==> config.mk <==
export PLATFORM = sky130hd
export DESIGN_NAME = dpram_port_host
export DESIGN_NICKNAME = d
export VERILOG_FILES = /design/src/pkg/dpram_host_pkg.sv /design/src/design/dpram_port_host.sv /design/src/design/sync2.sv /design/src/design/cycle_counter.sv
export SDC_FILE = /design/constraint.sdc
export NUM_CORES = 1
export LEC_CHECK = 0
export ABC_AREA = 1
export BUFFER_PORTS_ARGS = -buffer_cell sky130_fd_sc_hd__buf_4
export CAP_MARGIN = 40
export CELL_PAD_IN_SITES_DETAIL_PLACEMENT = 0
export CELL_PAD_IN_SITES_GLOBAL_PLACEMENT = 2
export CORE_MARGIN = 2
export CORE_UTILIZATION = 33
export CTS_BUF_LIST = sky130_fd_sc_hd__clkbuf_16
export DETAILED_ROUTE_END_ITERATION = 16
export PLACE_DENSITY = 0.93
export SLEW_MARGIN = 20
export SYNTH_ARGS = -nofsm -noshare
export SYNTH_HDL_FRONTEND = slang
export SYNTH_SLANG_ARGS = --single-unit
==> constraint.sdc <==
create_clock -name clk -period 4.4 [get_ports clk]
set_clock_uncertainty 0.15 [all_clocks]
set_input_delay 0.88 -clock clk [delete_from_list [all_inputs] [get_ports clk]]
set_output_delay 0.88 -clock clk [all_outputs]
set_load 0.05 [all_outputs]
==> src/pkg/dpram_host_pkg.sv <==
package dpram_host_pkg;

  // ------------------------------------------------------------
  // widths
  // ------------------------------------------------------------
  localparam int ADDR_W      = 13;
  localparam int DATA_W      = 16;
  localparam int CNT_W       = 8;
  localparam int SYNC_STAGES = 2;

  // ------------------------------------------------------------
  // timing in ns and derived cycle counts (200 MHz)
  // ------------------------------------------------------------
  localparam int CLK_NS    = 5;
  localparam int T_WP_NS   = 12;
  localparam int T_DW_NS   = 10;
  localparam int T_WZ_NS   = 10;
  localparam int T_SWRD_NS = 5;
  localparam int T_APS_NS  = 5;
  localparam int T_WH_NS   = 12;
  localparam int T_AA_NS   = 15;

  localparam logic [7:0] WP_CYC   = 8'((T_WP_NS + CLK_NS - 1) / CLK_NS);
  localparam logic [7:0] DW_CYC   = 8'((T_DW_NS + CLK_NS - 1) / CLK_NS);
  localparam logic [7:0] WZ_CYC   = 8'((T_WZ_NS + CLK_NS - 1) / CLK_NS);
  localparam logic [7:0] SWRD_CYC = 8'((T_SWRD_NS + CLK_NS - 1) / CLK_NS);
  localparam logic [7:0] APS_CYC  = 8'((T_APS_NS + CLK_NS - 1) / CLK_NS);
  localparam logic [7:0] WH_CYC   = 8'((T_WH_NS + CLK_NS - 1) / CLK_NS);
  localparam logic [7:0] AA_CYC   = 8'((T_AA_NS + CLK_NS - 1) / CLK_NS);

  localparam logic [7:0] PULSE_LAST_OE_HIGH = WP_CYC - 8'h01;
  localparam logic [7:0] PULSE_LAST_OE_LOW  = WZ_CYC + DW_CYC;
  localparam logic [7:0] APS_LAST           = APS_CYC - 8'h01;
  localparam logic [7:0] WH_LAST            = WH_CYC - 8'h01;
  localparam logic [7:0] GAP_LAST           = SWRD_CYC - 8'h01;
  localparam logic [7:0] READ_LAST          = AA_CYC + 8'(SYNC_STAGES);

  // ------------------------------------------------------------
  // register map
  // ------------------------------------------------------------
  localparam logic [7:0] REG_CMD    = 8'h00;
  localparam logic [7:0] REG_ADDR   = 8'h04;
  localparam logic [7:0] REG_WDATA  = 8'h08;
  localparam logic [7:0] REG_STATUS = 8'h0C;
  localparam logic [7:0] REG_RDATA  = 8'h10;

  localparam int CMD_OP_LSB     = 0;
  localparam int CMD_OE_LOW_BIT = 2;
  localparam int CMD_UPPER_BIT  = 3;
  localparam int CMD_LOWER_BIT  = 4;

  localparam int STS_RUN_BIT   = 0;
  localparam int STS_DONE_BIT  = 1;
  localparam int STS_BSEEN_BIT = 2;
  localparam int STS_BUSY_BIT  = 3;

  localparam logic [1:0] OP_ARRAY_WR = 2'h0;
  localparam logic [1:0] OP_ARRAY_RD = 2'h1;
  localparam logic [1:0] OP_FLAG_WR  = 2'h2;
  localparam logic [1:0] OP_FLAG_RD  = 2'h3;

  localparam logic [ADDR_W-1:0] ADDR_RESET  = 13'h0000;
  localparam logic [DATA_W-1:0] DATA_RESET  = 16'h0000;
  localparam logic [31:0]       RDATA_RESET = 32'h0000_0000;

endpackage : dpram_host_pkg

==> src/design/dpram_port_host.sv <==
`timescale 1ns/1ps
module dpram_port_host
  import dpram_host_pkg::*;
(
  input  wire logic              clk,
  input  wire logic              reset,
  input  wire logic [7:0]        reg_addr,
  input  wire logic [31:0]       reg_wdata,
  input  wire logic              reg_wr,
  input  wire logic              reg_rd,
  output logic      [31:0]       reg_rdata,
  output logic      [ADDR_W-1:0] mem_addr,
  output logic      [DATA_W-1:0] mem_data_out,
  output logic                   mem_data_oe,
  input  wire logic [DATA_W-1:0] mem_data_in,
  output logic                   chip_select_n,
  output logic                   upper_byte_enable_n,
  output logic                   lower_byte_enable_n,
  output logic                   write_strobe_n,
  output logic                   output_enable_n,
  output logic                   flag_select_n,
  input  wire logic              busy_n_in
);

  // ------------------------------------------------------------
  // types and state
  // ------------------------------------------------------------
  typedef enum logic [3:0] {
    ST_IDLE, ST_SETUP, ST_PULSE, ST_BLOCKED, ST_HOLD,
    ST_WEND, ST_READ, ST_RELEASE, ST_GAP
  } state_type;

  state_type         state_ff,    nxt_state;
  logic [1:0]        op_ff,       nxt_op;
  logic              oe_low_ff,   nxt_oe_low;
  logic [ADDR_W-1:0] mem_addr_ff, nxt_mem_addr;
  logic [DATA_W-1:0] data_out_ff, nxt_data_out;
  logic              data_oe_ff,  nxt_data_oe;
  logic              cs_n_ff,     nxt_cs_n;
  logic              ub_n_ff,     nxt_ub_n;
  logic              lb_n_ff,     nxt_lb_n;
  logic              rw_n_ff,     nxt_rw_n;
  logic              oe_n_ff,     nxt_oe_n;
  logic              flag_n_ff,   nxt_flag_n;
  logic [DATA_W-1:0] rdata_ff,    nxt_rdata;

  logic [ADDR_W-1:0] addr_reg_ff,  nxt_addr_reg;
  logic [DATA_W-1:0] wdata_reg_ff, nxt_wdata_reg;
  logic              done_ff,      nxt_done;
  logic              bseen_ff,     nxt_bseen;
  logic [31:0]       reg_rdata_ff, nxt_reg_rdata;

  logic              set_done;
  logic [CNT_W-1:0]  cnt;
  logic              busy_s;
  logic [DATA_W-1:0] data_s;
  logic              is_write;
  logic [7:0]        pulse_last;

  // ------------------------------------------------------------
  // pin input synchronisers and state timer
  // ------------------------------------------------------------
  // busy pin idles high: reset the stages high so status shows no busy
  sync2 #(.W(1), .RST_VAL(1'b1)) u_busy_sync (
    .clk   (clk),
    .reset (reset),
    .d     (busy_n_in),
    .q     (busy_s)
  );

  sync2 #(.W(DATA_W)) u_data_sync (
    .clk   (clk),
    .reset (reset),
    .d     (mem_data_in),
    .q     (data_s)
  );

  cycle_counter u_timer (
    .clk   (clk),
    .reset (reset),
    .clear (nxt_state != state_ff),
    .count (cnt)
  );

  assign is_write   = (op_ff == OP_ARRAY_WR) || (op_ff == OP_FLAG_WR);
  assign pulse_last = oe_low_ff ? PULSE_LAST_OE_LOW : PULSE_LAST_OE_HIGH;

  // ------------------------------------------------------------
  // access sequencer
  // ------------------------------------------------------------
  always_comb begin
    nxt_state    = state_ff;
    nxt_op       = op_ff;
    nxt_oe_low   = oe_low_ff;
    nxt_mem_addr = mem_addr_ff;
    nxt_data_out = data_out_ff;
    nxt_data_oe  = data_oe_ff;
    nxt_cs_n     = cs_n_ff;
    nxt_ub_n     = ub_n_ff;
    nxt_lb_n     = lb_n_ff;
    nxt_rw_n     = rw_n_ff;
    nxt_oe_n     = oe_n_ff;
    nxt_flag_n   = flag_n_ff;
    nxt_rdata    = rdata_ff;
    set_done     = 1'b0;
    case (state_ff)
      ST_IDLE: begin
        if (reg_wr && (reg_addr == REG_CMD)) begin
          nxt_op       = reg_wdata[CMD_OP_LSB +: 2];
          nxt_oe_low   = reg_wdata[CMD_OE_LOW_BIT];
          nxt_mem_addr = addr_reg_ff;
          nxt_state    = ST_SETUP;
          if (reg_wdata[CMD_OP_LSB + 1]) begin
            // flag access: array deselected, all bytes off
            nxt_flag_n = 1'b0;
            nxt_cs_n   = 1'b1;
            nxt_ub_n   = 1'b1;
            nxt_lb_n   = 1'b1;
          end else begin
            nxt_cs_n   = 1'b0;
            nxt_ub_n   = ~reg_wdata[CMD_UPPER_BIT];
            nxt_lb_n   = ~reg_wdata[CMD_LOWER_BIT];
          end
          nxt_oe_n = reg_wdata[CMD_OP_LSB] ? 1'b0 : ~reg_wdata[CMD_OE_LOW_BIT];
        end
      end
      ST_SETUP: begin
        if (cnt >= APS_LAST) begin
          if (is_write) begin
            nxt_rw_n     = 1'b0;
            nxt_data_out = wdata_reg_ff;
            nxt_data_oe  = ~oe_low_ff;
            nxt_state    = ST_PULSE;
          end else begin
            nxt_state = ST_READ;
          end
        end
      end
      ST_PULSE: begin
        if (!busy_s) begin
          nxt_state = ST_BLOCKED;
        end else begin
          if (cnt >= WZ_CYC) begin
            nxt_data_oe = 1'b1;
          end
          if (cnt >= pulse_last) begin
            nxt_rw_n  = 1'b1;
            nxt_oe_n  = 1'b1;
            nxt_state = ST_WEND;
          end
        end
      end
      ST_BLOCKED: begin
        if (busy_s) begin
          nxt_data_oe = 1'b1;
          nxt_state   = ST_HOLD;
        end
      end
      ST_HOLD: begin
        if (cnt >= WH_LAST) begin
          nxt_rw_n  = 1'b1;
          nxt_oe_n  = 1'b1;
          nxt_state = ST_WEND;
        end
      end
      ST_WEND: begin
        // data still driven for one cycle after the strobe rises
        nxt_data_oe = 1'b0;
        nxt_cs_n    = 1'b1;
        nxt_flag_n  = 1'b1;
        nxt_ub_n    = 1'b1;
        nxt_lb_n    = 1'b1;
        nxt_state   = ST_RELEASE;
      end
      ST_READ: begin
        if (cnt >= READ_LAST) begin
          nxt_rdata  = data_s;
          nxt_cs_n   = 1'b1;
          nxt_flag_n = 1'b1;
          nxt_ub_n   = 1'b1;
          nxt_lb_n   = 1'b1;
          nxt_oe_n   = 1'b1;
          nxt_state  = ST_RELEASE;
        end
      end
      ST_RELEASE: begin
        if (op_ff == OP_FLAG_WR) begin
          nxt_state = ST_GAP;
        end else begin
          set_done  = 1'b1;
          nxt_state = ST_IDLE;
        end
      end
      ST_GAP: begin
        if (cnt >= GAP_LAST) begin
          set_done  = 1'b1;
          nxt_state = ST_IDLE;
        end
      end
      default: begin
        nxt_state = ST_IDLE;
      end
    endcase
  end

  always_ff @(posedge clk) begin
    if (reset) begin
      state_ff    <= ST_IDLE;
      op_ff       <= OP_ARRAY_WR;
      oe_low_ff   <= 1'b0;
      mem_addr_ff <= ADDR_RESET;
      data_out_ff <= DATA_RESET;
      data_oe_ff  <= 1'b0;
      cs_n_ff     <= 1'b1;
      ub_n_ff     <= 1'b1;
      lb_n_ff     <= 1'b1;
      rw_n_ff     <= 1'b1;
      oe_n_ff     <= 1'b1;
      flag_n_ff   <= 1'b1;
      rdata_ff    <= DATA_RESET;
    end else begin
      state_ff    <= nxt_state;
      op_ff       <= nxt_op;
      oe_low_ff   <= nxt_oe_low;
      mem_addr_ff <= nxt_mem_addr;
      data_out_ff <= nxt_data_out;
      data_oe_ff  <= nxt_data_oe;
      cs_n_ff     <= nxt_cs_n;
      ub_n_ff     <= nxt_ub_n;
      lb_n_ff     <= nxt_lb_n;
      rw_n_ff     <= nxt_rw_n;
      oe_n_ff     <= nxt_oe_n;
      flag_n_ff   <= nxt_flag_n;
      rdata_ff    <= nxt_rdata;
    end
  end

  // ------------------------------------------------------------
  // software registers
  // ------------------------------------------------------------
  always_comb begin
    nxt_addr_reg  = addr_reg_ff;
    nxt_wdata_reg = wdata_reg_ff;
    nxt_reg_rdata = reg_rdata_ff;
    if (reg_wr && (reg_addr == REG_ADDR)) begin
      nxt_addr_reg = reg_wdata[ADDR_W-1:0];
    end
    if (reg_wr && (reg_addr == REG_WDATA)) begin
      nxt_wdata_reg = reg_wdata[DATA_W-1:0];
    end
    // set wins over a write-one clear in the same cycle
    nxt_done  = set_done | (done_ff &
                ~(reg_wr && (reg_addr == REG_STATUS) && reg_wdata[STS_DONE_BIT]));
    nxt_bseen = (state_ff == ST_BLOCKED) | (bseen_ff &
                ~(reg_wr && (reg_addr == REG_STATUS) && reg_wdata[STS_BSEEN_BIT]));
    if (reg_rd) begin
      case (reg_addr)
        REG_ADDR:   nxt_reg_rdata = {19'h0_0000, addr_reg_ff};
        REG_WDATA:  nxt_reg_rdata = {16'h0000, wdata_reg_ff};
        REG_STATUS: nxt_reg_rdata = {28'h000_0000, ~busy_s, bseen_ff, done_ff,
                                     state_ff != ST_IDLE};
        REG_RDATA:  nxt_reg_rdata = {16'h0000, rdata_ff};
        default:    nxt_reg_rdata = RDATA_RESET;
      endcase
    end
  end

  always_ff @(posedge clk) begin
    if (reset) begin
      addr_reg_ff  <= ADDR_RESET;
      wdata_reg_ff <= DATA_RESET;
      done_ff      <= 1'b0;
      bseen_ff     <= 1'b0;
      reg_rdata_ff <= RDATA_RESET;
    end else begin
      addr_reg_ff  <= nxt_addr_reg;
      wdata_reg_ff <= nxt_wdata_reg;
      done_ff      <= nxt_done;
      bseen_ff     <= nxt_bseen;
      reg_rdata_ff <= nxt_reg_rdata;
    end
  end

  assign reg_rdata           = reg_rdata_ff;
  assign mem_addr            = mem_addr_ff;
  assign mem_data_out        = data_out_ff;
  assign mem_data_oe         = data_oe_ff;
  assign chip_select_n       = cs_n_ff;
  assign upper_byte_enable_n = ub_n_ff;
  assign lower_byte_enable_n = lb_n_ff;
  assign write_strobe_n      = rw_n_ff;
  assign output_enable_n     = oe_n_ff;
  assign flag_select_n       = flag_n_ff;

  // ------------------------------------------------------------
  // checks
  // ------------------------------------------------------------
  sel_hold_a: assert property (@(posedge clk) disable iff (reset)
    !rw_n_ff && !$past(rw_n_ff) |-> $stable(cs_n_ff) && $stable(flag_n_ff))
    else $error("selection changed during write");

  addr_guard_a: assert property (@(posedge clk) disable iff (reset)
    $changed(mem_addr_ff) |-> rw_n_ff)
    else $error("address changed with write strobe low");

  no_fight_a: assert property (@(posedge clk) disable iff (reset)
    data_oe_ff && !oe_n_ff |-> !rw_n_ff && !$past(rw_n_ff, 2))
    else $error("data driven while device may drive");

  pulse_high_a: assert property (@(posedge clk) disable iff (reset)
    $rose(rw_n_ff) && !oe_low_ff |-> !$past(rw_n_ff, 3))
    else $error("write pulse too short");

  pulse_oelow_a: assert property (@(posedge clk) disable iff (reset)
    $rose(rw_n_ff) && oe_low_ff |-> !$past(rw_n_ff, 5))
    else $error("write pulse too short with output enable low");

  flag_gap_a: assert property (@(posedge clk) disable iff (reset)
    $rose(flag_n_ff) && (op_ff == OP_FLAG_WR) |=> flag_n_ff && (state_ff == ST_GAP))
    else $error("flag write to read gap missing");

  arb_setup_a: assert property (@(posedge clk) disable iff (reset)
    $fell(rw_n_ff) |-> (!$past(cs_n_ff) || !$past(flag_n_ff)) && $stable(mem_addr_ff))
    else $error("write began without address lead");

  busy_hold_a: assert property (@(posedge clk) disable iff (reset)
    (state_ff == ST_BLOCKED) && busy_s |=> !rw_n_ff [*3])
    else $error("write not held after busy release");

  busy_start_a: assert property (@(posedge clk) disable iff (reset)
    (state_ff == ST_PULSE) && !busy_s |=> (state_ff == ST_BLOCKED) && !rw_n_ff)
    else $error("busy at write did not block");

  data_hold_a: assert property (@(posedge clk) disable iff (reset)
    $rose(rw_n_ff) |-> data_oe_ff && $stable(data_out_ff))
    else $error("write data not held past end of write");

endmodule : dpram_port_host

==> src/design/sync2.sv <==
`timescale 1ns/1ps
module sync2 #(
  parameter int           W       = 1,
  // reset level equals the pin's idle level, so no false event follows reset
  parameter logic [W-1:0] RST_VAL = '0
) (
  input  wire logic         clk,
  input  wire logic         reset,
  input  wire logic [W-1:0] d,
  output logic      [W-1:0] q
);

  logic [W-1:0] meta_ff;
  logic [W-1:0] q_ff;

  always_ff @(posedge clk) begin
    if (reset) begin
      meta_ff <= RST_VAL;
      q_ff    <= RST_VAL;
    end else begin
      meta_ff <= d;
      q_ff    <= meta_ff;
    end
  end

  assign q = q_ff;

endmodule : sync2

==> src/design/cycle_counter.sv <==
`timescale 1ns/1ps
module cycle_counter
  import dpram_host_pkg::*;
(
  input  wire logic             clk,
  input  wire logic             reset,
  input  wire logic             clear,
  output logic      [CNT_W-1:0] count
);

  logic [CNT_W-1:0] count_ff;
  logic [CNT_W-1:0] nxt_count;

  // saturating up-counter, restarted on every state change
  always_comb begin
    nxt_count = count_ff;
    if (clear) begin
      nxt_count = '0;
    end else if (count_ff != '1) begin
      nxt_count = count_ff + 8'h01;
    end
  end

  always_ff @(posedge clk) begin
    if (reset) begin
      count_ff <= '0;
    end else begin
      count_ff <= nxt_count;
    end
  end

  assign count = count_ff;

endmodule : cycle_counter

==> flow_summary_export.csv <==
group,metric,value,unit
run_status,status,"completed",
timing,grt_setup_unrepaired,"false",
global_routing,grt_max_degree,58,
placed_design,place.gp.congestion,0.833,
run,cap_violations,0,
timing,worst_slew_pin_slew,0.614,ns
layout,antenna_cells,0,
layout,fin_area,0.00742,mm2
floorplanning,die_y,139,um
route,drc,0,
setup_path,critPathMaxFanout,13,
global_routing,grt_pass1_wl,24.4,mm
global_routing,overflow,0,
layout,syn2layout_area_growth,23.0,%
floorplanning,fp.dieW,139,um
logic_synthesis,synth_edf_count,0,
logic_synthesis,synth_common_cells,"nor2_1, dfxtp_1, nand2_1",
logic_synthesis,seq_area_frac_synth,49.1,%
placed_design,post_dp_cell_area,0.00682,mm2
global_routing,grt_pass1_vias,4718,
placed_design,dp_cells,1092,
floorplanning,ios,129,
timing,fmax,389,MHz
logic_synthesis,synth_area_leader_cell,"dfxtp_1",
logic_synthesis,yosysWarnings,0,
global_routing,grt_usage,15.6,%
clocking,cts-buffers-inserted,17,
clocking,cts_hold_buffers,0,
clocking,post_cts_buffers,0,
placed_design,port-buffer-count,96,
route,vias,4968,
clocking,ctsRootBufferMaster,"clkbuf_16",
timing,fin_crit_sh,58.4,%
placed_design,dpl.hpwl,10.5,mm
layout,drive_gt1_share,17.8,%
route,wl_per_cell,13.0,um
route,avgViaCountPerCell,4.41,
pwr,p_leak,3.36,nW
pwr,irDropWorstVdd,0.254,mV
layout,multiInputGateArea,0.00250,mm2
min_path,hp-class,"register to register",
clocking,cts_buffer_depth,2,
timing,slew_viol_final,0,
timing,fin_tns_setup,0,ns
floorplanning,die_area,0.0194,mm2
floorplanning,initial_core_util,33.6,%
logic_synthesis,synthCells,803,
logic_synthesis,ys_ff_latch,148,
global_routing,antenna_found_initial,0,
clocking,cts_max_level,4,
timing,period_minus_slack,2.57,ns
pwr,power,2.93,mW
layout,ff_latch_area,0.00296,mm2
floorplanning,rows,49,
logic_synthesis,synth_area_per_cell,7.52,um2
setup_path,crit_required,4.61,ns
setup_path,critPathLaunchType,"input port",
logic_synthesis,synth_area_leaders,"dfxtp_1, nor2_1, o21ai_0",
setup_path,crit_top_cell,"nor2_1",
route,drtAntennaViolNets,0,
timing,timing.slew.headroom,59.1,%
route,firstDrtPassIters,4,
logic_synthesis,synth_flop_cell,"dfxtp_1",
clocking,cts_resized,0,
setup_path,cp.arrival,2.78,ns
clocking,cts_tree,"built",
layout,final_cells,1126,
floorplanning,core,0.0180,mm2
setup_path,crit_path_cell_trace,"buf_4, nor2_1, nand2_1, inv_2, nand3_1, nor2_1, buf_4, o21ai_0, nor2_1",
logic_synthesis,synth_top_area_share,49.1,%
route,drt_wl_total,14.6,mm
clocking,cts.sinks,148,
clocking,clk_latency,0.42,ns
layout,fillers,1909,
setup_path,cp_slowest_stage_delay,0.52,ns
logic_synthesis,syn-cell-area,0.00604,mm2
layout,nNetsFinal,950,
logic_synthesis,synthArstFlopShare,0,%
setup_path,cp-end-kind,"register",
timing,setup-violations-final,0,
setup_path,cp_slowest_cell,"nor2_1",
setup_path,setup.worst_path.class,"input port to register",
route,drt_iter0_drc,292,
logic_synthesis,synth.most_common_cell,"nor2_1",
pwr,power.density,394,mW/mm2
timing,final-hold-violation-count,0,
logic_synthesis,ys_types,35,
clocking,path_clk_slew,0.06,ns
## per-stage QoR
stage / utilization [%] / hold WS (ns) / setup WS [ns]
finish: 41.3 / 0.250 / 1.83
global route: 41.3 / 0.271 / 1.53
CTS: 41.1 / 0.253 / 1.61
detailed placement: 38.0 / 0.243 / 1.19
global placement: 38.0 / 0.240 / 1.22
floorplan: - / 0.238 / 2.26
## worst max-delay path, delay by kind of cell
kind            cells  cell delay [ns]
buf+inv             3             0.59
compound gates      1             0.08
simple gates        5             1.23
## report_power, final
part,switching (mW),total [mW],leakage (nW),internal [mW]
sequential,0.00631,1.36,1.20,1.36
clock,0.607,1.40,0.271,0.793
combinational,0.109,0.161,1.89,0.0520
## cell type report
cell class | instances | share of cell area (%)
clock buffers | 17 | 5.73
clock inverters | 15 | 1.94
inverters | 90 | 4.55
multi-input cells | 528 | 33.7
flip-flops and latches | 148 | 39.9
well taps | 229 | 3.86
repair buffers | 99 | 10.3
## placed cells by master (no fill, tap or decap), drive strengths merged
| cell | count |
|---|---|
| nor3 | 14 |
| nor2 | 169 |
| clkbuf | 17 |
| a21oi | 47 |
| o211ai | 12 |
| bufinv | 1 |
| ha | 5 |
| and3b | 1 |
| clkinv | 2 |
| nand4 | 5 |
| nand2 | 100 |
| conb | 16 |
| nor4 | 1 |
| a31oi | 2 |
| xnor2 | 1 |
| nand3 | 54 |
| inv | 99 |
| o21ai | 94 |
| xor2 | 2 |
| or2 | 4 |
| dfxtp | 148 |
| o22ai | 1 |
| clkinvlp | 3 |
| buf | 99 |
## routing by layer
metal  part of all wire [%]  GRT usage [%]  vias to the layer above
li1                       -              -                     2696
met1                     50           21.4                     2150
met2                     44           23.8                      104
met3                    4.9           4.16                       18
met4                    1.5           5.42                        0
met5                      0              0                        -
## registers in the layout, summed over array words and instances, names as in the netlist, 2 cells and up
signal / flops
op_ff: 2
state_ff: 4
reg_rdata: 16
u_data_sync.q: 16
u_data_sync.meta_ff: 16
addr_reg_ff: 13
mem_data_out: 16
mem_addr: 13
rdata_ff: 16
wdata_reg_ff: 16
u_timer.count: 8
## cells by family after synthesis
logic type | Yosys count | share of synthesized area, %
other | 1 | 0.0621
xor gates and xnor gates | 3 | 0.435
and+or+nand+nor | 348 | 25.5
DFF | 148 | 49.1
AOI/OAI and AO/OA | 156 | 13.5
adders and majority gates | 5 | 1.04
buffers and inverters | 142 | 10.4
## worst paths after layout
kind	startpoint	end	slack, ns	depth (start not counted)
min	u_data_sync.meta_ff[11]	u_data_sync.q[11]	0.25	2
max reg2reg	state_ff[0]	write_strobe_n	2.38	7
max	reg_addr[7]	addr_reg_ff[5]	1.83	9
min reg2reg	u_data_sync.meta_ff[11]	u_data_sync.q[11]	0.25	2
Power figures use the tool's default switching activity.
